===== config.mk =====
export PLATFORM = sky130hd
export DESIGN_NAME = freq_trim_word_registers
export DESIGN_NICKNAME = d
export VERILOG_FILES = /design/src/core/trim_regs_pkg.sv /design/src/core/serial_line_events.sv /design/src/core/freq_trim_word_registers.sv
export SDC_FILE = /design/constraint.sdc
export NUM_CORES = 1
export LEC_CHECK = 0
export BUFFER_PORTS_ARGS = -buffer_cell sky130_fd_sc_hd__buf_4
export CAP_MARGIN = 20
export CORE_MARGIN = 8
export CORE_UTILIZATION = 60
export CTS_CLUSTER_DIAMETER = 120
export DETAILED_ROUTE_END_ITERATION = 7
export PLACE_DENSITY = 0.77
export SLEW_MARGIN = 20
export SYNTH_ARGS = -nofsm -noshare
export SYNTH_HDL_FRONTEND = slang
export SYNTH_HIERARCHICAL = 1
export SYNTH_SLANG_ARGS = --single-unit

===== constraint.sdc =====
create_clock -name clk_in -period 5.75 [get_ports clk_in]
set_clock_uncertainty 0.05 [all_clocks]
set_input_delay 0.2875 -clock clk_in [delete_from_list [all_inputs] [get_ports clk_in]]
set_output_delay 0.2875 -clock clk_in [all_outputs]
set_load 0.005 [all_outputs]

===== src/core/trim_regs_pkg.sv =====
// constants and types shared by the trim word register bank
package trim_regs_pkg;
   // serial slave address, arbitrary neutral value
   localparam logic [6:0] SLAVE_ADDR = 7'h60;
   // register indices on the serial port
   localparam logic [7:0] TRIM_LOW_OFFSET = 8'h00;
   localparam logic [7:0] TRIM_HIGH_OFFSET = 8'h01;
   // field layout
   localparam int TRIM_WIDTH = 26;
   localparam int LOW_WIDTH = 16;
   localparam int HIGH_WIDTH = 10;
   localparam int GATE_BIT = 10;
   localparam int SPARE_TOP = 15;
   localparam int SPARE_BOTTOM = 11;
   // values after reset, and the value read from an unmapped index
   localparam logic [15:0] TRIM_LOW_RESET = 16'h0000;
   localparam logic [9:0] TRIM_HIGH_RESET = 10'h000;
   localparam logic GATE_RESET = 1'b0;
   localparam logic [25:0] TRIM_APPLIED_RESET = 26'h0000000;
   localparam logic [15:0] UNMAPPED_READ = 16'h0000;
   // serial framing
   localparam logic [3:0] BITS_PER_BYTE = 4'h8;
   // fastest update rate the host may use; the device accepts any rate
   localparam int MAX_UPDATE_KHZ = 38;
   typedef enum logic [3:0] {
      st_idle,
      st_addr,
      st_addr_ack,
      st_reg,
      st_reg_ack,
      st_wdata,
      st_wdata_ack,
      st_rdata,
      st_rdata_ack
   } serial_state_t;
endpackage


===== src/core/serial_line_events.sv =====
// edge, start and stop detection on the two serial lines
`timescale 1ns/1ps
`default_nettype none
module serial_line_events (
   // clock and reset
   input wire logic clk_in,
   input wire logic reset_in,
   // serial lines, already synchronous
   input wire logic scl_in,
   input wire logic sda_in,
   // one-cycle events
   output logic scl_rise_out,
   output logic scl_fall_out,
   output logic start_out,
   output logic stop_out
);
   logic scl_prev;
   logic sda_prev;

   // idle lines sit high, so reset to high to avoid a false edge
   always_ff @(posedge clk_in) begin
      if (reset_in) begin
         scl_prev <= 1'b1;
         sda_prev <= 1'b1;
      end else begin
         scl_prev <= scl_in;
         sda_prev <= sda_in;
      end
   end

   assign scl_rise_out = scl_in & ~scl_prev;
   assign scl_fall_out = ~scl_in & scl_prev;
   // data edge while clock stays high marks a frame boundary
   assign start_out = scl_in & scl_prev & sda_prev & ~sda_in;
   assign stop_out = scl_in & scl_prev & ~sda_prev & sda_in;
endmodule
`default_nettype wire


===== src/core/freq_trim_word_registers.sv =====
// trim word register bank with its serial slave port
`timescale 1ns/1ps
`default_nettype none
module freq_trim_word_registers (
   // clock and reset
   input wire logic clk_in,
   input wire logic reset_in,
   // serial port
   input wire logic scl_in,
   input wire logic sda_in,
   output logic sda_out,
   output logic sda_oe_out,
   // output enable selection
   input wire logic sw_oe_mode_in,
   input wire logic oe_pin_in,
   // oscillator control
   output logic signed [25:0] signed_trim_word_out,
   output logic trim_update_out,
   output logic output_enable_out
);
   trim_regs_pkg::serial_state_t state;
   logic scl_rise;
   logic scl_fall;
   logic start_det;
   logic stop_det;
   logic [3:0] bit_cnt;
   logic [7:0] shift;
   logic [7:0] tx;
   logic [7:0] reg_ptr;
   logic [7:0] rx_high;
   logic [15:0] rd_word;
   logic byte_sel;
   logic rw;
   logic master_nack;
   logic byte_done;
   logic wr_fire;
   logic [15:0] wr_word;
   logic [15:0] trim_low_half;
   logic [9:0] trim_high_half;
   logic gate;
   logic signed [25:0] trim_applied;
   logic update_pulse;
   logic load_tx;
   logic high_write;
   logic [15:0] rd_view;

   serial_line_events events (
      .clk_in(clk_in),
      .reset_in(reset_in),
      .scl_in(scl_in),
      .sda_in(sda_in),
      .scl_rise_out(scl_rise),
      .scl_fall_out(scl_fall),
      .start_out(start_det),
      .stop_out(stop_det)
   );

   // read view of one register
   function automatic logic [15:0] read_word(input logic [7:0] idx,
                                             input logic [15:0] low,
                                             input logic [9:0] high,
                                             input logic gate_bit);
      logic [15:0] w;
      // unmapped indices and unused bits read as zero
      w = trim_regs_pkg::UNMAPPED_READ;
      if (idx == trim_regs_pkg::TRIM_LOW_OFFSET) begin
         w = low;
      end else if (idx == trim_regs_pkg::TRIM_HIGH_OFFSET) begin
         w = {5'h00, gate_bit, high};
      end
      return w;
   endfunction

   // a byte ends on the fall after its eighth rise, so the ack slot opens at once
   assign byte_done = scl_fall && (bit_cnt == trim_regs_pkg::BITS_PER_BYTE);
   // only the second byte of a pair commits; a lone odd byte before stop is dropped
   assign wr_fire = (state == trim_regs_pkg::st_wdata) && byte_done && byte_sel;
   assign wr_word = {rx_high, shift};
   assign high_write = wr_fire && (reg_ptr == trim_regs_pkg::TRIM_HIGH_OFFSET);
   // the fall that opens a read byte; the whole word is fetched at its high byte
   assign load_tx = scl_fall && ((state == trim_regs_pkg::st_addr_ack && rw) ||
                                 (state == trim_regs_pkg::st_rdata_ack && !master_nack));
   assign rd_view = read_word(reg_ptr, trim_low_half, trim_high_half, gate);

   // byte-level serial state machine
   // start wins over stop and every state, so a repeated start always resynchronises the state machine
   always_ff @(posedge clk_in) begin
      if (reset_in) begin
         state <= trim_regs_pkg::st_idle;
         bit_cnt <= 4'h0;
         rw <= 1'b0;
      end else if (start_det) begin
         state <= trim_regs_pkg::st_addr;
         bit_cnt <= 4'h0;
      end else if (stop_det) begin
         state <= trim_regs_pkg::st_idle;
         bit_cnt <= 4'h0;
      end else begin
         case (state)
            trim_regs_pkg::st_idle: begin
               bit_cnt <= 4'h0;
            end
            trim_regs_pkg::st_addr: begin
               if (scl_rise) begin
                  bit_cnt <= bit_cnt + 4'h1;
               end
               if (byte_done) begin
                  if (shift[7:1] == trim_regs_pkg::SLAVE_ADDR) begin
                     state <= trim_regs_pkg::st_addr_ack;
                     rw <= shift[0];
                  end else begin
                     // not ours: stay quiet until the next frame
                     state <= trim_regs_pkg::st_idle;
                  end
               end
            end
            trim_regs_pkg::st_addr_ack: begin
               if (scl_fall) begin
                  bit_cnt <= 4'h0;
                  state <= rw ? trim_regs_pkg::st_rdata : trim_regs_pkg::st_reg;
               end
            end
            trim_regs_pkg::st_reg: begin
               if (scl_rise) begin
                  bit_cnt <= bit_cnt + 4'h1;
               end
               if (byte_done) begin
                  state <= trim_regs_pkg::st_reg_ack;
               end
            end
            trim_regs_pkg::st_reg_ack, trim_regs_pkg::st_wdata_ack: begin
               if (scl_fall) begin
                  bit_cnt <= 4'h0;
                  state <= trim_regs_pkg::st_wdata;
               end
            end
            trim_regs_pkg::st_wdata: begin
               if (scl_rise) begin
                  bit_cnt <= bit_cnt + 4'h1;
               end
               if (byte_done) begin
                  state <= trim_regs_pkg::st_wdata_ack;
               end
            end
            trim_regs_pkg::st_rdata: begin
               if (scl_rise) begin
                  bit_cnt <= bit_cnt + 4'h1;
               end
               if (byte_done) begin
                  state <= trim_regs_pkg::st_rdata_ack;
               end
            end
            trim_regs_pkg::st_rdata_ack: begin
               if (scl_fall) begin
                  bit_cnt <= 4'h0;
                  // a master nack ends the read; wait for stop or restart
                  state <= master_nack ? trim_regs_pkg::st_idle : trim_regs_pkg::st_rdata;
               end
            end
            default: begin
               state <= trim_regs_pkg::st_idle;
            end
         endcase
      end
   end

   // receive shifter, sampled on the rising clock edge, msb first
   always_ff @(posedge clk_in) begin
      if (reset_in) begin
         shift <= 8'h00;
      end else if (scl_rise) begin
         shift <= {shift[6:0], sda_in};
      end
   end

   // master acknowledge during reads
   always_ff @(posedge clk_in) begin
      if (reset_in) begin
         master_nack <= 1'b0;
      end else if (state == trim_regs_pkg::st_rdata_ack && scl_rise) begin
         master_nack <= sda_in;
      end
   end

   // register pointer and byte pairing, high byte of each word first
   // pointer survives a stop so a read can follow a separate index write
   always_ff @(posedge clk_in) begin
      if (reset_in) begin
         reg_ptr <= 8'h00;
         byte_sel <= 1'b0;
         rx_high <= 8'h00;
      end else if (state == trim_regs_pkg::st_reg && byte_done) begin
         reg_ptr <= shift;
         byte_sel <= 1'b0;
      end else if (state == trim_regs_pkg::st_wdata && byte_done) begin
         if (!byte_sel) begin
            rx_high <= shift;
            byte_sel <= 1'b1;
         end else begin
            byte_sel <= 1'b0;
            reg_ptr <= reg_ptr + 8'h01;
         end
      end else if (load_tx) begin
         byte_sel <= ~byte_sel;
         if (byte_sel) begin
            reg_ptr <= reg_ptr + 8'h01;
         end
      end
   end

   // transmit shifter; word is snapshot at its high byte so halves agree
   always_ff @(posedge clk_in) begin
      if (reset_in) begin
         tx <= 8'h00;
         rd_word <= 16'h0000;
      end else if (load_tx) begin
         if (!byte_sel) begin
            rd_word <= rd_view;
            tx <= rd_view[15:8];
         end else begin
            tx <= rd_word[7:0];
         end
      end else if (state == trim_regs_pkg::st_rdata && scl_fall) begin
         tx <= {tx[6:0], 1'b0};
      end
   end

   // trim halves and the output gate bit
   always_ff @(posedge clk_in) begin
      if (reset_in) begin
         trim_low_half <= trim_regs_pkg::TRIM_LOW_RESET;
         trim_high_half <= trim_regs_pkg::TRIM_HIGH_RESET;
         gate <= trim_regs_pkg::GATE_RESET;
      end else if (wr_fire) begin
         if (reg_ptr == trim_regs_pkg::TRIM_LOW_OFFSET) begin
            // a low word write stays parked here until the high word arrives
            trim_low_half <= wr_word;
         end else if (reg_ptr == trim_regs_pkg::TRIM_HIGH_OFFSET) begin
            // bits 15:11 are simply not stored
            trim_high_half <= wr_word[9:0];
            if (sw_oe_mode_in) begin
               gate <= wr_word[trim_regs_pkg::GATE_BIT];
            end
         end
      end
   end

   // applied word moves only on a high word load, pairing with the stored low word
   always_ff @(posedge clk_in) begin
      if (reset_in) begin
         trim_applied <= trim_regs_pkg::TRIM_APPLIED_RESET;
         update_pulse <= 1'b0;
      end else if (high_write) begin
         // relies on the host loading the low word beforehand
         trim_applied <= {wr_word[9:0], trim_low_half};
         update_pulse <= 1'b1;
      end else begin
         update_pulse <= 1'b0;
      end
   end

   // the update pulse marks the edge on which the synthesis loop should retune
   // signed value passes straight to the synthesis loop
   assign signed_trim_word_out = trim_applied;
   assign trim_update_out = update_pulse;
   // pin control bypasses the gate bit entirely
   assign output_enable_out = sw_oe_mode_in ? gate : oe_pin_in;

   // open-drain: only ever pull low
   // no clock stretching; each scl level must last two clocks or more to be seen
   // every byte of a write to this address is acked, even for an unmapped index, whose data is then discarded
   assign sda_out = 1'b0;
   always_comb begin
      case (state)
         trim_regs_pkg::st_addr_ack,
         trim_regs_pkg::st_reg_ack,
         trim_regs_pkg::st_wdata_ack: begin
            sda_oe_out = 1'b1;
         end
         trim_regs_pkg::st_rdata: begin
            sda_oe_out = ~tx[7];
         end
         default: begin
            sda_oe_out = 1'b0;
         end
      endcase
   end
endmodule
`default_nettype wire


======== After elaboration in Yosys (flattened, before gate mapping) ========
Index checks and enable logic that the tools add are counted.
word-level totals
  input bits .............................. 6
  memories kept ........................... 0
  ROM bits ................................ 0
  latch bits .............................. 0
  output and inout port bits .............. 30
  register bits after elaboration ......... 107
  memory bits (writable) .................. 0
operators by class
  $mul .................................... 0
  add/sub/neg operators ................... 2
  equality and inequality tests ........... 28
  divide/modulo/power cells ............... 0
  bitwise operators ....................... 18
  multiplexer cells ....................... 31
  order comparisons ....................... 0
  reductions and logical operators ........ 33
  shifts and indexed selects .............. 0
operators by type and width
  operator             number
  $mux 8               7
  $mux 4               9
  $pmux 4 s8           1
  $ne 4x2->1 const B   7
  $eq 4x3->1 const B   4
  $mux 16              1
  $reduce_and 8->1     2
  $ne 2x2->1 const B   7
  $pmux 4 s3           1
  $mux 11              1
  $not 1->1            11
  $logic_and 1x1->1    10
  $reduce_and 3->1     3
  $add 8x1->8 const B  1
  $eq 4x2->1 const B   2
  $eq 4x4->1 const B   2
  $eq 8x1->1 const B   1
  $logic_not 8->1      1
  $reduce_or 4->1      2
  $and 1x1->1          7
  $eq 7x7->1 const B   1
  $mux 1               7
  $mux 3               2
  $reduce_bool 3->1    2
  15 further kinds     20

======== Longest topological paths before layout ========
  word-level depth ........................ 7
  depth in mapped cells ................... 9

======== Cells and area by module ========
Netlist, hierarchy kept.
modules (own cells, without submodules)
  module                    sequential area each (um2)  cells each  area an instance (um2)  instances
  freq_trim_word_registers  2102.0                      564         4603.2                  1
  serial_line_events        40.0                        8           85.1                    1

======== Worst setup path before layout ========
Ideal clock, no wire load.
  kind .................................... flip-flop to flip-flop
  start point ............................. register events.scl_prev
  end point ............................... register trim_high_half[1]
  clock period less this slack ............ 2.048 ns
  arrival time ............................ 1.871 ns
  slack ................................... 3.702 ns
  path buffers ............................ 3
  library setup time ...................... 0.128 ns
  cell stages (with the launch flop) ...... 10
  cell sequence ........................... dfxtp_1 nor2b_1 clkbuf_1 nand4b_1 nor4_2 buf_4 nand4_1 buf_6 mux2i_1 nor2_1
on the way
  word-level cells in the longest chain between the ends .. 5
ends and longest elaborated chain
  element                          line                             RTL
  from (decl)                      serial_line_events.sv:17         logic scl_prev;
  from (signal assigned)           serial_line_events.sv:26         scl_prev <= scl_in;
  $and 1x1->1                      serial_line_events.sv:32         assign scl_fall_out = ~scl_in & scl_prev;
  via scl_fall                     freq_trim_word_registers.sv:23   logic scl_fall;
  $logic_and 1x1->1                freq_trim_word_registers.sv:75   assign byte_done = scl_fall && (bit_cnt == trim_regs_pkg::BITS_PER_BYTE);
  $logic_and 1x1->1 (2 in series)  freq_trim_word_registers.sv:77   assign wr_fire = (state == trim_regs_pkg::st_wdata) && byte_done && byte_sel;
  $reduce_and 3->1 (no line)       n/a
  to (signal assigned)             freq_trim_word_registers.sv:232  trim_high_half <= trim_regs_pkg::TRIM_HIGH_RESET;
  to (signal assigned)             freq_trim_word_registers.sv:240  trim_high_half <= wr_word[9:0];
  to (decl)                        freq_trim_word_registers.sv:39   logic [9:0] trim_high_half;
The timed path passes the listed nets, and every way through them passes these cells.
A chain may end at the register's enable or synchronous reset.

======== Worst setup path after layout ========
  start point ............................. register events.scl_prev
  end point ............................... register gate
on the way
  word-level cells in the longest chain between the ends .. 5
ends and longest elaborated chain
  element                          line                             RTL
  $and 1x1->1                      serial_line_events.sv:32
  via scl_fall                     freq_trim_word_registers.sv:23
  $logic_and 1x1->1                freq_trim_word_registers.sv:75
  $logic_and 1x1->1 (2 in series)  freq_trim_word_registers.sv:77
  $reduce_and 4->1 (no line)       n/a
  to (signal assigned)             freq_trim_word_registers.sv:233  gate <= trim_regs_pkg::GATE_RESET;
  to (signal assigned)             freq_trim_word_registers.sv:242  gate <= wr_word[trim_regs_pkg::GATE_BIT];
  to (decl)                        freq_trim_word_registers.sv:40   logic gate;
The timed path passes the listed nets, and every way through them passes these cells.

==> results.txt <==
Status = finished clean
Post-layout min period = 3.11 ns
Final Setup Violations = 0
Startpoint Class = register
Critical path arrival = 3.33 ns
Die footprint = 10,900 sq um
Core ar. = 7650 sq um
Clk buf depth = 2
Initial antenna violation count = 0
Die span in x = 104 microns
Final hold viol count = 0
Max Freq = 321 MHz
Crit Path Class = reg -> reg
1st-iter DRT viols = 185
Post-DR vias/cell = 5.87
WL/cell = 16.0 microns
Clock sinks = 107
Area delta synth->final = 8.65%
Worst-Margin Slew = 1.05 ns
Vias in the first global route = 3,702
Largest net degree at the start of global routing = 97
Total Power = 1220 uW
Crit-path leading delay family = simple AND/OR/NAND/NOR gates
Post-Place Cells = 667
Starting density of the core = 61.3%
Fraction of layout cells with a size suffix above 1 = 10.3%
Crit end category = register
CP max stage delay = 0.80 ns
RSZ-0062 raised after global routing = false
Row cnt = 32
Via count = 4,006
Reg2reg start = events/scl_prev
Root Buffer = clkbuf_8
Maximum fanout along the worst path = 30
Detailed placement HPWL = 7510 microns
Nets@finish = 587
Placement Setup Slack = 2.61 ns
Maximum vdd drop = 0.167 mV
FF-to-FF End = gate
Post-synth top area cell = dfxtp_1
Pins over their slew limit = 0
Data required time of the worst path = 5.97 ns
Setup TNS Final = 0 ns
IO buf count = 34
Crit path capture = gate
Total Wirelength = 10,900 microns
Reg clk slew, reported paths = 0.10 ns
Yosys warning count = 6
Setup bufs post-CTS = 0
Leak pwr = 0.00183 uW
CTS H-tree depth = 3
PnR worst setup slack = 2.64 ns
Final Non-Filler Cells = 683
Share of the synthesized area in the top cell type = 45.7%
Rel. slew slack = 29.5%
Ports = 36
Cell area power density = 240 nW/um^2
Cts bufs inserted = 9
Maxcap violations = 0
Period utilization = 54.2%
Cells after synthesis = 572
Reg-to-reg setup timing slack = 2.64 ns
Routability Congestion = 0.869
Async set-or-reset flop fraction in the synthesized netlist = 0%
WP buf/inv = 1
Fill cells = 671
Syn Nets = 583
Worst Reg-to-Reg Cells = 7
Stages on the worst setup path = 7
CTS Hold Bufs = 0
Yosys reg bits = 107
Worst Hold Class = in -> reg
Number of flops mapped to enable cells by yosys = 0
CTS tree = built
Synth unique cells = 58
DRT Pass-1 Iters = 5
Global-route wire length before repair = 18,100 microns
Routed Antenna Nets = 0
Worst setup path startpoint = events/scl_prev
Top_reg_cell synth = dfxtp_1
Post-synthesis sequential area ratio = 45.7%
Antenna Cells = 0
Cell area after synthesis = 4690 sq um
GRT Overall Usage = 19.9%
Avg Cell Area, Syn = 8.20 sq um
Number of gates resized after CTS = 0
Crit-path slowest cell = and2b_1
Synth top area cells = dfxtp_1, nand2_1, a21oi_1
Total grt overflow = 0
Die height = 104 microns
DRC errors left = 0
Clk Latency, worst-skew pair = 0.37 ns
CP cell instances = nor2b_1, nand4b_1, nor4_2, buf_4, and2b_1, nand3_1, a31o_1
==> logic make-up (layout without fill, tap and decap cells) <==
kind of cell | after synthesis | in the layout | share of synthesized area (%)
other | 1 | 1 | 0.0800
buffers and inverters | 52 | 61 | 4.67
DFF | 107 | 107 | 45.7
muxes | 29 | 29 | 6.22
AOI/OAI and AO/OA | 131 | 131 | 16.6
adders and majority gates | 5 | 5 | 1.33
xor gates and xnor gates | 12 | 12 | 2.24
and+or+nand+nor | 235 | 235 | 23.2
==> routing by layer <==
| layer | vias up | part of all wire [%] | track usage (%) |
|---|---|---|---|
| met3 | 20 | 5.4 | 3.28 |
| met2 | 116 | 45 | 31.9 |
| met4 | 0 | 2.2 | 7.76 |
| li1 | 1981 | - | - |
| met1 | 1889 | 47 | 26.0 |
| met5 | - | 0 | 0 |
==> worst min path at each step <==
stage | start | end | slack [ns] | cells after the start
4_1_cts | scl_in | events/scl_prev | 0.08 | 2
3_5_place_dp | rd_word[6] | rd_word[6] | 0.39 | 2
2_1_floorplan | reset_in | events/scl_prev | 0.33 | 1
5_1_grt | sda_in | events/sda_prev | 0.09 | 2
6_report | scl_in | events/scl_prev | 0.09 | 2
3_3_place_gp | rd_word[7] | rd_word[7] | 0.39 | 2
==> synth_stat cells (3+ instances only) <==
| cell | count |
|---|---|
| a211oi_1 | 9 |
| a21oi_1 | 64 |
| a221oi_1 | 3 |
| a22oi_1 | 16 |
| and4b_1 | 3 |
| buf_2 | 7 |
| clkbuf_1 | 31 |
| dfxtp_1 | 107 |
| ha_1 | 5 |
| inv_1 | 9 |
| mux2i_1 | 28 |
| nand2_1 | 110 |
| nand3_1 | 26 |
| nand4_1 | 6 |
| nor2_1 | 50 |
| nor2b_1 | 6 |
| nor3_1 | 7 |
| o21ai_0 | 21 |
| o22ai_1 | 3 |
| xnor2_1 | 11 |
==> stage by stage <==
stage          hold slack [ns]  utilization (%)  instance area [sq um]
6_report                0.0873             66.6                   5090
5_1_grt                 0.0885             66.6                   5090
4_1_cts                 0.0828             66.6                   5090
3_5_place_dp             0.394             64.1                   4900
3_3_place_gp             0.386             64.1                   4900
2_1_floorplan            0.335                -                   4690
==> registers in the layout, summed over array words and instances, names as in the netlist, 4 cells and up <==
signal / count
rd_word: 8
state: 4
signed_trim_word_out: 26
bit_cnt: 4
shift: 8
trim_high_half: 10
rx_high: 8
reg_ptr: 8
trim_low_half: 16
tx: 8
==> where the power goes <==
group / switching, uW / internal (uW)
registers: 3.43 / 742
logic: 22.0 / 9.78
clock network: 274 / 169
total: 299 / 921
==> area by class of cell <==
type                       count  area, sq um  share of cell area (%)
tap                          102          128                    2.51
clock buffer                   9          124                    2.43
multi-input combinational    413         2330                    45.7
clock inverter                 7         68.8                    1.35
sequential                   107         2140                    42.1
inverter                       9         33.8                   0.663
timing repair buffer          36          270                    5.31
==> placed cells by master (no fill, tap or decap), types with 2 or more instances in the layout <==
cell       count
a211oi_1       9
a21oi_1       64
a221oi_1       3
a22oi_1       16
a2bb2oi_1      2
a31oi_1        2
and3_1         2
and4b_1        3
buf_4         36
clkbuf_8       9
dfxtp_1      107
ha_1           5
inv_1          9
inv_8          2
mux2i_1       28
nand2_1      110
nand2b_1       2
nand3_1       26
nand4_1        6
nor2_1        50
nor2b_1        6
nor3_1         7
nor4_1         2
o211ai_1       2
o21ai_0       21
o22ai_1        3
or2_1          2
or2_2          2
or3_1          2
or4_1          2
xnor2_1       11
==> worst reg2reg max path, stage by stage (launching register included) <==
cell      delay, ns
dfxtp_1        0.37
nor2b_1        0.55
nand4b_1       0.27
nor4_2         0.31
buf_4          0.27
and2b_1        0.80
nand3_1        0.15
a31o_1         0.25
No activity file was read; power rests on OpenSTA's default activity.
